--- src/hdl/kms_defines.svh ---
`ifndef KMS_DEFINES_SVH
`define KMS_DEFINES_SVH
// system clock and oscillator rates in MHz
`define KMS_CLK_MHZ 40
`define KMS_OSC_NOM_MHZ 4
`define KMS_OSC_MIN_MHZ 1
`define KMS_OSC_MAX_MHZ 8
// system clocks per oscillator tick
`define KMS_DIV_NOM (`KMS_CLK_MHZ / `KMS_OSC_NOM_MHZ)
`define KMS_DIV_MIN (`KMS_CLK_MHZ / `KMS_OSC_MAX_MHZ)
`define KMS_DIV_MAX (`KMS_CLK_MHZ / `KMS_OSC_MIN_MHZ)
// scan times in microseconds at the nominal oscillator
`define KMS_SLOT_US 200
`define KMS_TEST_US 1600
`define KMS_DEB_US 12800
`define KMS_CYCLE_US 25600
`define KMS_SLOT_TICKS (`KMS_SLOT_US * `KMS_OSC_NOM_MHZ)
`define KMS_TEST_SLOTS (`KMS_TEST_US / `KMS_SLOT_US)
`define KMS_DEB_SLOTS (`KMS_DEB_US / `KMS_SLOT_US)
`define KMS_CYCLE_SLOTS (`KMS_CYCLE_US / `KMS_SLOT_US)
// display test duty, in sixteenths of a slot
`define KMS_DUTY_NUM 7
`define KMS_DUTY_DEN 16
`define KMS_DUTY_TICKS (`KMS_SLOT_TICKS * `KMS_DUTY_NUM / `KMS_DUTY_DEN)
// register byte offsets
`define KMS_REG_CTRL 8'h00
`define KMS_REG_DIV 8'h04
`define KMS_REG_STAT 8'h08
`define KMS_REG_MASK 8'h10
`define KMS_REG_PRESS 8'h20
`define KMS_REG_DEB 8'h30
// control fields and reset values
`define KMS_CTRL_KEY_EN 0
`define KMS_CTRL_GPIO4 4
`define KMS_CTRL_TEST 5
`define KMS_CTRL_LIMIT 6
`define KMS_CTRL_RST 9'h1c0
`define KMS_LIMIT_ALL 3'h7
`define KMS_CATH_N_RST 8'hfe
// status fields
`define KMS_STAT_IRQ 0
`define KMS_STAT_CATH 1
`define KMS_STAT_PHASE 4
`endif

--- src/hdl/kms_pkg.sv ---
package kms_pkg;
  `include "kms_defines.svh"
  // four return lines by eight cathodes; bit i is cathode i
  typedef logic [3:0][7:0] kms_keys_t;
  typedef enum logic [3:0] {
    KMS_PH_FIRST = 4'b0001,
    KMS_PH_WAIT = 4'b0010,
    KMS_PH_SECOND = 4'b0100,
    KMS_PH_REST = 4'b1000
  } kms_phase_t;
  typedef struct packed {
    kms_phase_t phase;
    logic [5:0] osc_cnt;
    logic [9:0] tick_cnt;
    logic [6:0] slot_ix;
    logic [2:0] cath;
    logic [7:0] cath_n;
    logic seg_on;
  } kms_tmr_st_t;
  typedef struct packed {
    logic ack;
    logic [31:0] rdata;
  } kms_slv_st_t;
  typedef struct packed {
    logic [1:0][3:0] sync;
    logic [8:0] ctrl;
    logic [5:0] osc_div;
    kms_keys_t mask;
    kms_keys_t pressed;
    kms_keys_t debounced;
    kms_keys_t held;
    kms_keys_t hit1;
    kms_keys_t hit2;
    logic irq;
  } kms_core_st_t;
  // address falls in the 16-byte group at base
  function automatic logic kms_reg_hit(logic [7:0] a, logic [7:0] base);
    return a[7:4] == base[7:4];
  endfunction
  // return line selected by a group address
  function automatic logic [1:0] kms_reg_line(logic [7:0] a);
    return a[3:2];
  endfunction
endpackage

--- src/hdl/kms_link_if.sv ---
`timescale 1ns/10ps
// register strobes between bus slave and core
interface kms_reg_if;
  logic wr_stb;
  logic rd_stb;
  logic [7:0] addr;
  logic [31:0] wdata;
  logic [31:0] rdata;
  logic [31:0] rd_q;
  modport slave(output wr_stb, rd_stb, addr, wdata, rd_q, input rdata);
  modport core(input wr_stb, rd_stb, addr, wdata, rd_q, output rdata);
endinterface // kms_reg_if

// scan timing between sequencer and core
interface kms_tmr_if;
  import kms_pkg::*;
  logic [5:0] osc_div;
  logic [2:0] limit;
  kms_phase_t phase;
  logic [2:0] cath;
  logic [7:0] cath_n;
  logic slot_end;
  logic first_end;
  logic second_end;
  logic seg_on;
  modport timer(input osc_div, limit, output phase, cath, cath_n,
    slot_end, first_end, second_end, seg_on);
  modport core(output osc_div, limit, input phase, cath, cath_n,
    slot_end, first_end, second_end, seg_on);
endinterface // kms_tmr_if

--- src/hdl/kms_key_scan.sv ---
`timescale 1ns/10ps
`include "kms_defines.svh"
module kms_key_scan import kms_pkg::*; #(
  parameter int SLOT_TICKS = `KMS_SLOT_TICKS // oscillator ticks per slot
) (
  input wire logic clk,
  input wire logic srst,
  input wire logic ce,
  input wire logic [7:0] avs_address,
  input wire logic avs_read,
  input wire logic avs_write,
  input wire logic [31:0] avs_writedata,
  output logic [31:0] avs_readdata,
  output logic avs_waitrequest,
  input wire logic [3:0] port_pins_low_four,
  output logic port_pin_four_interrupt_out,
  output logic port_pin_four_interrupt_oe,
  output logic [7:0] cathode_drive_outputs,
  output logic segment_drive_all,
  output logic decimal_point_segment,
  output logic display_test_active
);
  localparam kms_core_st_t CORE_RST = '{ctrl: `KMS_CTRL_RST,
    osc_div: 6'(`KMS_DIV_NOM), default: '0};

  // register map, byte addresses, 32-bit words
  // 0x00 control: [3:0] lines given to key scanning,
  //   [4] pin four level while scanning is off,
  //   [5] display test, [8:6] highest cathode driven
  // 0x04 oscillator divide, clocks per oscillator tick;
  //   writes are clamped into the 1 to 8 MHz range
  // 0x08 status: [0] interrupt, [3:1] cathode, [7:4] phase
  // 0x10..0x1c interrupt masks, lines A to D, write-only
  // 0x20..0x2c pressed status, lines A to D
  // 0x30..0x3c debounced status, lines A to D, read clears
  // other addresses read zero and ignore writes
  // key words use bits [7:0]; bit i is cathode i

  // bus timing seen from the master
  // edge 1: request seen, ack set, read word captured
  // edge 2: waitrequest low, write lands, read taken
  // the master holds address, data and direction to edge 2
  // a following request gets its own wait state
  // an unmapped read still completes, returning zero

  // scan timeline, counted in cathode slots
  // one slot is SLOT_TICKS oscillator ticks, one cathode low
  // one cycle is 128 slots, 25.6 ms at a 4 MHz oscillator
  // slots 0 to 7: first test, each driven cathode seen at least once
  // slots 8 to 71: debounce gap, nothing sampled
  // slots 72 to 79: second test, each driven cathode seen again
  // slots 80 to 127: rest until the next first test
  // a key is credited only on the last clock of its slot,
  // so a return settling late in the slot still counts
  // the divide stretches every interval alike; halving the
  // oscillator doubles the debounce gap too

  // what a closure looks like
  // each key joins a return line to a cathode via a diode
  // with its cathode low a closed key pulls the line down;
  // otherwise the pull-up holds the line high
  // a low return in cathode i's slot means key i is closed;
  // return j maps to word j of each status group

  // debounce bookkeeping
  // hit1 gathers closures seen in the first test
  // hit2 gathers closures seen in the second test
  // a key closed in both tests is a candidate to report
  // held marks keys reported and still down; a test that
  // sees the key open clears it, the only way a key can
  // be reported a second time
  // pressed shows whichever test ended last
  // debounced bits are sticky until a read clears them
  // no order or repeat count is kept: two presses between
  // reads look exactly like one
  // the host should read all four debounced words after
  // each interrupt, before the next cycle, to lose nothing

  // scan limit
  // with limit n, cathodes 0 to n are driven in turn, so
  // only 4 * (n + 1) keys are read; keys on higher cathodes
  // keep their status bits at zero
  // all 32 keys are read only when all eight are driven
  // a line not given to scanning never reports a closure

  // interrupt and pin four
  // the interrupt is a level in a flop, never a pulse
  // set by an enabled key turning debounced, cleared by
  // any completed read of a debounced word
  // an event in the clearing cycle wins, so a key that
  // debounces while the host reads is not lost
  // with any line scanning, pin four is an open-drain
  // request, driven low while the interrupt is up and
  // left to its pull-up otherwise; with scanning off it
  // is a plain output carrying control bit four

  // display test
  // all segments and points lit for 7/16 of every slot
  // every cathode is driven whatever the scan limit, and
  // keys keep being scanned over all eight meanwhile
  // the control word is untouched, so clearing the test
  // bit restores the previous display at once

  // reset values
  // control: no line scanning, limit at eight cathodes
  // divide: 4 MHz oscillator from the 40 MHz clock
  // masks, status and interrupt cleared
  // cathode 0 low, segments dark, waitrequest up
  // reset is synchronous and wins over a low ce

  // limitations and trade-offs
  // the return pins are asynchronous; two flops sit in
  // front of any logic, costing two clocks of a slot
  // thousands of clocks long, so no closure is misread
  // ce low freezes scanning, status and bus alike; an
  // access simply waits until ce comes back
  // a debounced read clears only the bits it returned,
  // keeping a key that debounces during the access
  // the slot length may be lowered for quick runs; it
  // must not exceed 1024, the tick counter is ten bits

  // state layout
  // all core flops live in one packed struct, filled by
  // one combinational process and registered by one
  // clocked process; timer and bus slave keep their own

  kms_reg_if rif (); // register strobes from the bus slave
  kms_tmr_if tmr (); // slot timing from the sequencer

  kms_core_st_t r; // all core state
  kms_core_st_t next_r;

  logic [3:0] key_en; // return lines given to key scanning
  logic scan_on; // any line scanning
  logic [3:0] closed; // synchronised returns read as closed
  kms_keys_t samp; // closures seen at this slot end
  kms_keys_t hit1_n; // first window closures incl. this slot
  kms_keys_t hit2_n; // second window closures incl. this slot
  kms_keys_t newly; // keys debounced at this edge
  logic deb_rd; // a debounced register is being read
  logic irq_set; // an enabled key debounced now
  logic [1:0] line; // return line addressed by the bus
  logic [5:0] div_w; // oscillator divide requested by a write

  // bus slave: one wait state per access
  kms_avmm_slave u_slave (
    .clk(clk),
    .srst(srst),
    .ce(ce),
    .address(avs_address),
    .read(avs_read),
    .write(avs_write),
    .writedata(avs_writedata),
    .readdata(avs_readdata),
    .waitrequest(avs_waitrequest),
    .rif(rif)
  );

  // slot and window sequencer
  kms_scan_timer #(.SLOT_TICKS(SLOT_TICKS)) u_timer (
    .clk(clk),
    .srst(srst),
    .ce(ce),
    .tmr(tmr)
  );

  assign key_en = r.ctrl[`KMS_CTRL_KEY_EN +: 4];
  assign scan_on = |key_en;
  assign line = kms_reg_line(rif.addr);
  assign tmr.osc_div = r.osc_div;
  // display test forces all eight digits; the stored limit stays intact
  assign tmr.limit = r.ctrl[`KMS_CTRL_TEST] ? `KMS_LIMIT_ALL :
    r.ctrl[`KMS_CTRL_LIMIT +: 3];

  // key sampling, debounce, sticky status and interrupt
  always_comb begin
    next_r = r;
    // two-stage synchroniser on the return pins
    next_r.sync[0] = port_pins_low_four;
    next_r.sync[1] = r.sync[0];
    // pulled-up return low means closed; disabled lines never count
    closed = ~r.sync[1] & key_en;
    // only the cathode now low is credited, so cathodes past the
    // scan limit are simply never read
    for (int l = 0; l < 4; l++) begin
      samp[l] = closed[l] ? (8'h01 << tmr.cath) : 8'h00;
    end
    hit1_n = r.hit1;
    hit2_n = r.hit2;
    if (tmr.slot_end && tmr.phase == KMS_PH_FIRST) begin
      hit1_n = r.hit1 | samp;
    end
    if (tmr.slot_end && tmr.phase == KMS_PH_SECOND) begin
      hit2_n = r.hit2 | samp;
    end
    next_r.hit1 = hit1_n;
    next_r.hit2 = hit2_n;
    newly = '0;
    // end of first test: publish result, note releases
    if (tmr.first_end) begin
      next_r.pressed = hit1_n;
      next_r.held = r.held & hit1_n;
    end
    // end of second test: confirm closures not already reported
    if (tmr.second_end) begin
      newly = r.hit1 & hit2_n & ~r.held;
      next_r.pressed = hit2_n;
      next_r.held = (r.held & hit2_n) | newly;
      next_r.hit1 = '0;
      next_r.hit2 = '0;
    end
    // register writes
    div_w = rif.wdata[5:0];
    if (rif.wr_stb) begin
      if (rif.addr == `KMS_REG_CTRL) begin
        next_r.ctrl = rif.wdata[8:0];
      end else if (rif.addr == `KMS_REG_DIV) begin
        // clamp to the 1..8 MHz oscillator range
        if (div_w < 6'(`KMS_DIV_MIN)) begin
          next_r.osc_div = 6'(`KMS_DIV_MIN);
        end else if (div_w > 6'(`KMS_DIV_MAX)) begin
          next_r.osc_div = 6'(`KMS_DIV_MAX);
        end else begin
          next_r.osc_div = div_w;
        end
      end else if (kms_reg_hit(rif.addr, `KMS_REG_MASK)) begin
        next_r.mask[line] = rif.wdata[7:0];
      end
    end
    // a debounced read clears only the bits it returned, then new
    // events are or-ed in, so a set in the clearing cycle survives
    deb_rd = rif.rd_stb & kms_reg_hit(rif.addr, `KMS_REG_DEB);
    if (deb_rd) begin
      next_r.debounced[line] = r.debounced[line] & ~rif.rd_q[7:0];
    end
    next_r.debounced = next_r.debounced | newly;
    // interrupt is a level: set by enabled events, cleared by reads
    irq_set = |(newly & r.mask);
    next_r.irq = (r.irq & ~deb_rd) | irq_set;
  end

  // read mux; pressed reads have no side effect anywhere
  always_comb begin
    rif.rdata = '0;
    if (rif.addr == `KMS_REG_CTRL) begin
      rif.rdata[8:0] = r.ctrl;
    end else if (rif.addr == `KMS_REG_DIV) begin
      rif.rdata[5:0] = r.osc_div;
    end else if (rif.addr == `KMS_REG_STAT) begin
      rif.rdata[`KMS_STAT_IRQ] = r.irq;
      rif.rdata[`KMS_STAT_CATH +: 3] = tmr.cath;
      rif.rdata[`KMS_STAT_PHASE +: 4] = tmr.phase;
    end else if (kms_reg_hit(rif.addr, `KMS_REG_PRESS)) begin
      rif.rdata[7:0] = r.pressed[kms_reg_line(rif.addr)];
    end else if (kms_reg_hit(rif.addr, `KMS_REG_DEB)) begin
      rif.rdata[7:0] = r.debounced[kms_reg_line(rif.addr)];
    end
    // masks are write-only and read as zero
  end

  // cathodes double as the scan drive
  assign cathode_drive_outputs = tmr.cath_n;
  // with scanning on, pin four is an active-low open-drain request
  // line; otherwise it is a plain push-pull output
  assign port_pin_four_interrupt_out = scan_on ? 1'b0 :
    r.ctrl[`KMS_CTRL_GPIO4];
  assign port_pin_four_interrupt_oe = scan_on ? r.irq : 1'b1;
  // all segments and points on at fixed duty in display test
  assign display_test_active = r.ctrl[`KMS_CTRL_TEST];
  assign segment_drive_all = r.ctrl[`KMS_CTRL_TEST] & tmr.seg_on;
  assign decimal_point_segment = r.ctrl[`KMS_CTRL_TEST] &
    tmr.seg_on;

  // state register; srst wins over a low enable
  always_ff @(posedge clk) begin
    if (srst) begin
      r <= CORE_RST;
    end else if (ce) begin
      r <= next_r;
    end
  end
endmodule // kms_key_scan

--- src/hdl/kms_avmm_slave.sv ---
`timescale 1ns/10ps
`include "kms_defines.svh"
module kms_avmm_slave import kms_pkg::*; (
  input wire logic clk,
  input wire logic srst,
  input wire logic ce,
  input wire logic [7:0] address,
  input wire logic read,
  input wire logic write,
  input wire logic [31:0] writedata,
  output logic [31:0] readdata,
  output logic waitrequest,
  kms_reg_if.slave rif
);
  kms_slv_st_t r; // ack flag and captured read word
  kms_slv_st_t next_r;

  // one wait state: data captured at the first edge, taken at the second
  always_comb begin
    next_r = r;
    if ((read | write) & ~r.ack) begin
      next_r.ack = 1'b1;
      next_r.rdata = read ? rif.rdata : '0;
    end else begin
      next_r.ack = 1'b0;
    end
  end

  // completion only while enabled, so a frozen block never drops access
  assign waitrequest = ~(r.ack & ce);
  assign readdata = r.rdata;
  assign rif.wr_stb = write & r.ack & ce;
  assign rif.rd_stb = read & r.ack & ce;
  assign rif.addr = address;
  assign rif.wdata = writedata;
  assign rif.rd_q = r.rdata; // lets the core clear only bits returned

  // state register
  always_ff @(posedge clk) begin
    if (srst) begin
      r <= '0;
    end else if (ce) begin
      r <= next_r;
    end
  end
endmodule // kms_avmm_slave

--- src/hdl/kms_scan_timer.sv ---
`timescale 1ns/10ps
`include "kms_defines.svh"
module kms_scan_timer import kms_pkg::*; #(
  parameter int SLOT_TICKS = `KMS_SLOT_TICKS // oscillator ticks per slot
) (
  input wire logic clk,
  input wire logic srst,
  input wire logic ce,
  kms_tmr_if.timer tmr
);
  localparam kms_tmr_st_t TMR_RST = '{phase: KMS_PH_FIRST,
    cath_n: `KMS_CATH_N_RST, default: '0};
  kms_tmr_st_t r; // sequencer state
  kms_tmr_st_t next_r;
  logic osc_tick; // one oscillator period elapsed
  logic slot_last; // last clock of a cathode slot
  logic [6:0] nslot; // slot index after this one

  // oscillator prescale, slot timing and window sequence
  always_comb begin
    next_r = r;
    osc_tick = r.osc_cnt >= tmr.osc_div - 6'h01;
    slot_last = osc_tick && r.tick_cnt == 10'(SLOT_TICKS - 1);
    nslot = (r.slot_ix == 7'(`KMS_CYCLE_SLOTS - 1)) ? 7'h00 :
      r.slot_ix + 7'h01;
    next_r.osc_cnt = osc_tick ? 6'h00 : r.osc_cnt + 6'h01;
    if (osc_tick) begin
      next_r.tick_cnt = slot_last ? 10'h000 : r.tick_cnt + 10'h001;
    end
    // segments lit for the first 7/16 of each slot
    next_r.seg_on = next_r.tick_cnt <
      10'(SLOT_TICKS * `KMS_DUTY_NUM / `KMS_DUTY_DEN);
    if (slot_last) begin
      next_r.slot_ix = nslot;
      // one cathode low at a time, wrapping at the scan limit
      next_r.cath = (r.cath >= tmr.limit) ? 3'h0 : r.cath + 3'h1;
      next_r.cath_n = ~(8'h01 << next_r.cath);
      // first test, debounce gap, second test, idle rest
      if (nslot < 7'(`KMS_TEST_SLOTS)) begin
        next_r.phase = KMS_PH_FIRST;
      end else if (nslot < 7'(`KMS_TEST_SLOTS + `KMS_DEB_SLOTS)) begin
        next_r.phase = KMS_PH_WAIT;
      end else if (nslot <
          7'(2 * `KMS_TEST_SLOTS + `KMS_DEB_SLOTS)) begin
        next_r.phase = KMS_PH_SECOND;
      end else begin
        next_r.phase = KMS_PH_REST;
      end
    end
  end

  assign tmr.phase = r.phase;
  assign tmr.cath = r.cath;
  assign tmr.cath_n = r.cath_n;
  assign tmr.seg_on = r.seg_on;
  assign tmr.slot_end = slot_last & ce;
  assign tmr.first_end = slot_last & ce & (r.phase == KMS_PH_FIRST) &
    (nslot == 7'(`KMS_TEST_SLOTS));
  assign tmr.second_end = slot_last & ce & (r.phase == KMS_PH_SECOND) &
    (nslot == 7'(2 * `KMS_TEST_SLOTS + `KMS_DEB_SLOTS));

  // state register
  always_ff @(posedge clk) begin
    if (srst) begin
      r <= TMR_RST;
    end else if (ce) begin
      r <= next_r;
    end
  end
endmodule // kms_scan_timer

--- config.mk ---
export PLATFORM = sky130hd
export DESIGN_NAME = kms_key_scan
export DESIGN_NICKNAME = d
export VERILOG_FILES = /design/src/hdl/kms_pkg.sv /design/src/hdl/kms_link_if.sv /design/src/hdl/kms_key_scan.sv /design/src/hdl/kms_avmm_slave.sv /design/src/hdl/kms_scan_timer.sv
export VERILOG_INCLUDE_DIRS = /design/src /design/src/hdl
export SDC_FILE = /design/constraint.sdc
export NUM_CORES = 1
export LEC_CHECK = 0
export BUFFER_PORTS_ARGS = -buffer_cell sky130_fd_sc_hd__buf_2
export CELL_PAD_IN_SITES_DETAIL_PLACEMENT = 0
export CELL_PAD_IN_SITES_GLOBAL_PLACEMENT = 1
export CORE_MARGIN = 3
export CORE_UTILIZATION = 45
export DETAILED_ROUTE_END_ITERATION = 8
export GPL_TIMING_DRIVEN = 0
export PLACE_DENSITY_LB_ADDON = 0.1
export SYNTH_ARGS = -nofsm -noshare
export SYNTH_HDL_FRONTEND = slang
export SYNTH_HIERARCHICAL = 1
export SYNTH_SLANG_ARGS = --single-unit
--- constraint.sdc ---
create_clock -name clk -period 4.8 [get_ports clk]
set_clock_uncertainty 0.2 [all_clocks]
set_input_delay 0.72 -clock clk [delete_from_list [all_inputs] [get_ports clk]]
set_output_delay 0.72 -clock clk [all_outputs]
set_load 0.03 [all_outputs]
Word level (Yosys, flattened, before mapping)
Cells that the tools add are included.
Word-level totals
  register bits: 288
  input port bits: 49
  word-level logic and storage cells: 158
Cells by class
  $add $sub $neg: 5
  $lt $le $gt $ge: 10
  equal/unequal tests: 11
  shift-type cells: 2
  muxes and demuxes: 42
  bitwise logic cells: 36
  reduce and logical (&&, ||, !) cells: 14
Operators with widths (number)
  $mux 32: 7
  $and 32x32->32: 5
  $or 32x32->32: 4
  $mux 96: 1
  $mux 8: 11
  $bwmux 32: 2
  $bmux 8 s2: 2
  $not 32->32: 1
  $reduce_or 32->1: 1
  $mux 6: 4
  $mux 10: 2
  $demux 8 s2: 1
  $not 8->8: 2
  $shl 1x3->8 const A: 2
  $and 1x1->1: 14
  $eq 7x7->1 const B: 2
  $lt 7x7->1 const B: 2
  $mux 4: 3
  $add 10x1->10 const B: 1
  $eq 10x10->1 const B: 1
  $lt 10x9->1 const B: 1
  $mux 9: 1
  $and 8x8->8: 1
  $eq 4x1->1 const B: 2
  32 further kinds: 47

Longest topological paths before layout
Gate-level depths: netlist (run 1).
  depth in word-level cells: 12
  gate-level depth with buffers: 19
  mapped depth without buffers: 17

By module
The synthesis (run 1) kept the hierarchy.
By module, submodules not included
  kms_key_scan: instances 1, cells each 1255, area an instance 10411.2 um2
  kms_scan_timer: instances 1, cells each 320, area an instance 2482.4 um2
  kms_avmm_slave: instances 1, cells each 186, area an instance 1865.5 um2

Worst setup path before layout (run 1)
OpenSTA, ideal clock, no wires.
  kind: register -> register
  start: register r (netlist bit tmr.osc_div[0])
  end: register r[92] (netlist name)
  arrival time: 3.437 ns
  required time: 4.468 ns
  slack: 1.031 ns
  cell stages (with the launch flop): 19
  clock period less this slack: 3.769 ns
  cells stage by stage: dfxtp_1 -> inv_1 -> ha_1 -> nand2_1 -> xor2_1 -> ha_1 -> nand4_1 -> o221ai_2 -> nand2_1 -> nor2_1 -> nand3_1 -> nor4_1 -> buf_2 -> buf_2 -> buf_1 -> clkbuf_1 -> o21ai_0 -> o21ai_0 -> a21oi_1
RTL lines
  start, declared: RTL line kms_key_scan.sv:130  | kms_core_st_t r;
  start signal, assigned: RTL line kms_key_scan.sv:279  | r <= next_r;

==> results of run 1 <==
sequential cells by signal, summed over array words and instances (netlist names):
| signal | count |
|---|---|
| key_en | 4 |
| u_timer/r | 23 |
| display_test_active | 1 |
| u_timer/tmr.phase | 4 |
| u_timer/tmr.cath | 3 |
| u_timer/tmr.cath_n | 8 |
| next_r | 4 |
| tmr.osc_div | 6 |
| r | 201 |
| u_slave/readdata | 32 |
| u_slave/r | 1 |
| u_timer/tmr.seg_on | 1 |
worst max-delay path, delay by kind of cell (launching register included):
family	cells	cell delay [ns]
compound gates	4	1.24
xor+xnor	1	0.06
fa+ha+maj	2	0.52
buf+inv	2	0.43
flops	1	0.41
mux	1	0.29
simple gates	6	1.45
power breakdown:
group          switching [W]  leakage (nW)  internal, W  total [W]
sequential         0.0000106          2.32      0.00241    0.00242
combinational       0.000195          3.50    0.0000856   0.000281
clock                0.00107         0.555      0.00158    0.00265
repair_timing:
item	in CTS	in global routing
pin swaps	0	2
cloned	0	0
gates resized for setup	30	31
endpoints found under the setup margin	140	133
setup buffers	0	6
final cells by class:
| class | instances | area (um^2) | share of cell area (%) |
|---|---|---|---|
| multi-input combinational | 1218 | 7560 | 45.7 |
| sequential | 288 | 5770 | 34.8 |
| buffer | 192 | 1140 | 6.90 |
| clock buffer | 53 | 1020 | 6.19 |
| tap | 396 | 495 | 2.99 |
| timing repair buffer | 60 | 315 | 1.91 |
| inverter | 36 | 135 | 0.817 |
| clock inverter | 8 | 105 | 0.635 |
metal layers:
metal  global-route usage (%)  wire (um)  up-vias
met5                        0          0        -
met4                     10.8       2180        0
met3                     7.70       5810      115
met2                     48.7      23400      692
met1                     47.4      25300     6646
li1                         -          -     6305
per-stage QoR:
step / total power, W / hold slack (ns) / util, % / std cells / setup WS, ns
after CTS: 0.00536 / 0.232 / 53.0 / 2246 / 0.00723
after detailed placement: 0.00274 / 0.249 / 49.1 / 2186 / -0.952
after global placement: 0.00274 / 0.241 / 49.1 / 2186 / -0.939
after global routing: 0.00549 / 0.258 / 53.3 / 2251 / -0.00157
final: 0.00535 / 0.243 / 53.3 / 2251 / 0.158
after floorplan: 0.00264 / 0.232 / - / 1736 / 1.03
worst max-delay path by stage:
stage                                     end  slack [ns]
after floorplan            r[92]$_SDFFE_PP0P_        1.03
after CTS                 r[142]$_SDFFE_PP0P_       0.007
after global routing       r[93]$_SDFFE_PP0P_      -0.002
after global placement     r[89]$_SDFFE_PP0P_       -0.94
after detailed placement  r[154]$_SDFFE_PP0P_       -0.95
final                      r[93]$_SDFFE_PP0P_        0.16
==> metrics.md, run 1 <==
| Metric | Value |
|---|---|
| Number of global-route vias before repair | 12700 |
| Commonest non-fill, non-tap cell in the layout | dfxtp_1 |
| Die X | 185 um |
| Global-route wire length before repair | 83.6 mm |
| Hold Fails Final Rpt | 0 |
| R2R depth | 16 |
| Critical path class | flip-flop to flip-flop |
| Max-slew headroom | 35.7% |
| FMAX | 215 MHz |
| FP Rows | 64 |
| TritonCTS clock tree | done |
| Die ar. | 34200 um^2 |
| Min Tclk post-route | 4.64 ns |
| Core Box Area | between 30000 and 40000 um^2 |
| GRT Util Overall | 32.9% |
| Critical-path cell list | inv_1 -> ha_1 -> nand2_1 -> xor2_1 -> ha_1 -> nand4_1 -> o221ai_4 -> nand2_1 -> nor2_1 -> nor3b_4 -> and4b_1 -> buf_2 -> a21oi_1 -> mux2_2 -> a21oi_1 -> o21a_1 |
| Placed Area | 15300 um^2 |
| Status | complete, no violations |
| Hold_buf cts | 0 |
| Syn Inst Count | 1714 |
| Min-delay src | port_pins_low_four[3] |
| Share of cells above drive strength 1 | 17.4% |
| Worst-Margin Slew | approximately 0.96 ns |
| Reg clk slew, reported paths | 0.05 ns |
| Worst Setup Start Kind | flip-flop |
| Critical path required time | slightly above 5 ns |
| Reg-to-Reg End | r[93]$_SDFFE_PP0P_ |
| P per Cell Area | 323 nW/um^2 |
| Peak VDD IR | slightly above 0.2 mV |
| Crit path arrival time | 4.90 ns |
| Mapped Area | 14400 um^2 |
| LEAKAGE | 6.38 nW |
| Routability cong. | 0.969 |
| Crit path launch | tmr.osc_div[0]$_SDFFE_PP0P_ |
| Number of buffers created by CTS | 35 |
| Tcrit/Tclk final | between 90% and 100% |
| CP max stage delay | 0.53 ns |
| Post-route cell area | 16500 um^2 |
| Starting Density | roughly 46% |
| Worst hold path type | input port to flip-flop |
| Antenna cells | 0 |
| Initial antenna violation count | 1 |
| Later-pin clock latency in the skew report | between 0.5 and 0.6 ns |
| Hold path cells | 3 |
| P&R area growth vs syn | 14.9% |
| Commonest cells after routing, fill and taps aside | 288 x dfxtp_1, 243 x nor2_1, 143 x a21oi_1 |
| Antenna Violating Nets Remaining | 0 |
| Total Wirelength | between 50 and 60 mm |
| CTS sink count | 288 |
| Final net count | 1895 |
| Critical path endpoint category | flip-flop |
| H-tree depth | 2 |
| Via count | approximately 14000 |
| DR vias/cell | 6.11 |
| Fin Setup TNS | 0 ns |
| Syn. warnings | 6 |
| CP max-delay cell | a21oi_1 |
| Root buf cell | clkbuf_16 |
| 1st-iter DRT viols | about 1800 |
| Slew Limit Fails | 0 |
| Hold endpoint | next_r[215]$_SDFFE_PP0P_ |
| PortBufs | 54 |
| GRT Residual Overflow | 0 |
| Max FO, Critical Path | 10 |
| First-pass DRT Iterations | 5 |
| R2R Setup Slk | ~0.16 ns |
| HPWL after detailed placement | 42.2 mm |
| Filler Cells Inserted | 2971 |
| Drt wl/cell | roughly 25 um |
| Die H | 185 um |
| Max_cap viols | 0 |
| Largest net degree at the start of global routing | 13 |
| FF-to-FF Start | tmr.osc_div[0]$_SDFFE_PP0P_ |
| Synthesized area per cell | 8.41 um^2 |
| CTS Buffer Depth | 3 |
| # IOs | 95 |
| DRC errors left | 0 |
| Final setup violating endpoints | 0 |
Power figures use the tool's default switching activity.
==> run 2: changes to the inputs <==
Settings changed: PLACE_DENSITY from default to 0.78, PLACE_DENSITY_LB_ADDON 0.1 to default.
==> run 2 against run 1 <==
Cell area hardly changed. Die area did not move. Combinational power is 3% lower. Largest cell class unchanged. Largest power group unchanged.
==> metrics.md, run 2 (same netlist as run 1, synthesis figures left out) <==
| Metric | Value |
|---|---|
| FF-to-FF Start | tmr.osc_div[1]$_SDFFE_PP1P_ (was tmr.osc_div[0]$_SDFFE_PP0P_) |
| Min Tclk post-route | 4.60 ns (was 4.64 ns) |
| Via count | 13800 (about the same) |
| Max FO, Critical Path | 9 (was 10) |
| First-pass DRT Iterations | 6 (was 5) |
| PortBufs | 54 (unchanged) |
| FMAX | 217 MHz (was 215 MHz) |
| Largest register FFs | 201 (unchanged) |
| Status | complete, no violations (unchanged) |
| Fin Setup TNS | 0 ns (unchanged) |
| Number of buffers created by CTS | 34 (was 35) |
| P per Cell Area | 324 nW/um^2 (was 323 nW/um^2) |
| Filler Cells Inserted | 3008 (was 2971) |
| P&R area growth vs syn | 14.9% (about the same) |
| Initial antenna violation count | 1 (unchanged) |
| Worst-Margin Slew | 0.991 ns (was 0.964 ns) |
| Worst hold path type | input port to flip-flop (unchanged) |
| GRT Residual Overflow | 0 (unchanged) |
| Post-layout util | 53.3% (about the same) |
| R2R Setup Slk | 0.20 ns (was 0.16 ns) |
| Drt wl/cell | 25.1 um (was 25.2 um) |
| FP Rows | 64 (unchanged) |
| Hold Fails Final Rpt | 0 (unchanged) |
| Reg clk slew, reported paths | 0.06 ns (was 0.05 ns) |
| Crit path arrival time | 4.85 ns (was 4.90 ns) |
| CTS sink count | 288 (unchanged) |
| Max-slew headroom | 33.9% (was 35.7%) |
| Share of cells above drive strength 1 | 17.4% (about the same) |
| Critical path required time | 5.04 ns (was 5.06 ns) |
| HPWL after detailed placement | 42.0 mm (was 42.2 mm) |
| Final setup violating endpoints | 0 (unchanged) |
| # IOs | 95 (unchanged) |
| Crit path launch | tmr.osc_div[1]$_SDFFE_PP1P_ (was tmr.osc_div[0]$_SDFFE_PP0P_) |
| Routability cong. | 0.965 (was 0.969) |
| Number of global-route vias before repair | 12500 (was 12700) |
| Die X | 185 um (unchanged) |
| H-tree depth | 2 (unchanged) |
| Critical path class | flip-flop to flip-flop (unchanged) |
| Die ar. | 34200 um^2 (unchanged) |
| Largest net degree at the start of global routing | 13 (unchanged) |
| Total Wirelength | 56.3 mm (was 56.7 mm) |
| Sequential standard cell area | 5770 um^2 (about the same) |
| Starting Density | 46.4% (unchanged) |
| Min-delay src | port_pins_low_four[1] (was port_pins_low_four[3]) |
| Slew Limit Fails | 0 (unchanged) |
| Critical path endpoint category | flip-flop (unchanged) |
| CTS Buffer Depth | 3 (unchanged) |
| Root buf cell | clkbuf_16 (unchanged) |
| Worst Setup Start Kind | flip-flop (unchanged) |
| TritonCTS clock tree | done (unchanged) |
| Commonest cells after routing, fill and taps aside | 287 x dfxtp_1, 243 x nor2_1, 145 x a21oi_1 (was 288 x dfxtp_1, 243 x nor2_1, 143 x a21oi_1) |
| Antenna Violating Nets Remaining | 0 (unchanged) |
| Later-pin clock latency in the skew report | 0.52 ns (was 0.53 ns) |
| LEAKAGE | 6.39 nW (was 6.38 nW) |
| GRT Util Overall | 32.1% (was 32.9%) |
| Max_cap viols | 0 (unchanged) |
| Global-route wire length before repair | 82.3 mm (was 83.6 mm) |
| Antenna cells | 0 (unchanged) |
| Multi-input logic area | 7570 um^2 (was 7560 um^2) |
| Largest reg by FF count | r (unchanged) |
| Peak VDD IR | 0.246 mV (was 0.207 mV) |
| Final net count | 1892 (was 1895) |
| Die H | 185 um (unchanged) |
| Core Box Area | 31100 um^2 (unchanged) |
| DR vias/cell | 6.15 (was 6.11) |
| 1st-iter DRT viols | 1722 (was 1760) |
| DRC errors left | 0 (unchanged) |
| Tcrit/Tclk final | 95.9% (was 96.7%) |
| Commonest non-fill, non-tap cell in the layout | dfxtp_1 (unchanged) |
==> run 2: cell count changes in the layout (fill, tap and decap cells not counted), moves of 2 or more <==
cell,before,now
clkbuf_1,67,65
a21oi_2,3,1
clkbuf_2,10,7
o21bai_2,2,4
a21oi_1,143,145
bufinv_16,2,4
buf_4,90,86
o21bai_4,2,0
clkinv_2,4,2
==> run 2: worst paths after layout <==
| check | end | cells after the start |
|---|---|---|
| min reg2reg | u_timer/tmr.cath_n[0]$_SDFFE_PP0P_ | 2 |
| max reg2reg | r[88]$_SDFFE_PP0P_ | 15 |
| max | r[88]$_SDFFE_PP0P_ | 15 |
| min | next_r[213]$_SDFFE_PP0P_ | 3 |
==> run 2: final cells by class <==
| class | count | share of cell area, % |
|---|---|---|
| Clock inverter | 8 | 0.885 |
| Clock buffer | 47 | 5.93 |
| Multi-Input combinational cell | 1218 | 45.8 |
| Tap cell | 396 | 2.99 |
| Sequential cell | 288 | 34.8 |
| Inverter | 36 | 0.817 |
| Buffer | 191 | 6.82 |
| Timing Repair Buffer | 59 | 1.94 |
==> run 2: metal layers <==
metal	up-vias	wire (um)	track usage, %
met5	-	0	0
met4	0	2060	10.8
met3	128	6250	7.60
met2	740	23500	47.2
met1	6649	24500	46.2
li1	6285	-	-
==> run 2: what timing repair did <==
action,CTS,global route
gates resized for setup,29,18
pin swaps,0,4
hold buffers,0,0
setup endpoints to repair,159,103
buffers inserted,3,2
==> run 2: stage by stage <==
stage / area [um^2] / power [W] / setup slack [ns] / std cells / hold slack, ns
2_1_floorplan: 14500 / 0.00264 / 1.03 / 1736 / 0.232
6_report: 16500 / 0.00536 / 0.199 / 2243 / 0.257
4_1_cts: 16500 / 0.00538 / 0.00538 / 2242 / 0.245
3_3_place_gp: 15300 / 0.00273 / -0.995 / 2186 / 0.243
5_1_grt: 16500 / 0.00549 / -0.0129 / 2243 / 0.278
3_5_place_dp: 15300 / 0.00273 / -1.05 / 2186 / 0.249
==> run 2: report_power, final <==
part	switching (W)	internal [W]	leakage [nW]	total (W)
Clock	0.00104	0.00164	0.551	0.00268
Combinational	0.000187	0.0000849	3.51	0.000272
Sequential	0.0000107	0.00241	2.32	0.00242
Total	0.00124	0.00413	6.39	0.00536
==> run 2: worst max-delay path, stage by stage (launching register included) <==
cell,delay (ns)
dfxtp_1,0.41
inv_1,0.07
ha_1,0.21
nand2_1,0.08
xor2_1,0.07
ha_1,0.30
nand4_1,0.16
o221ai_4,0.35
nand2_2,0.13
nor2_2,0.16
nor3b_4,0.43
and4b_1,0.87
a21oi_1,0.19
mux2_2,0.32
a21oi_1,0.39
nor2b_1,0.18
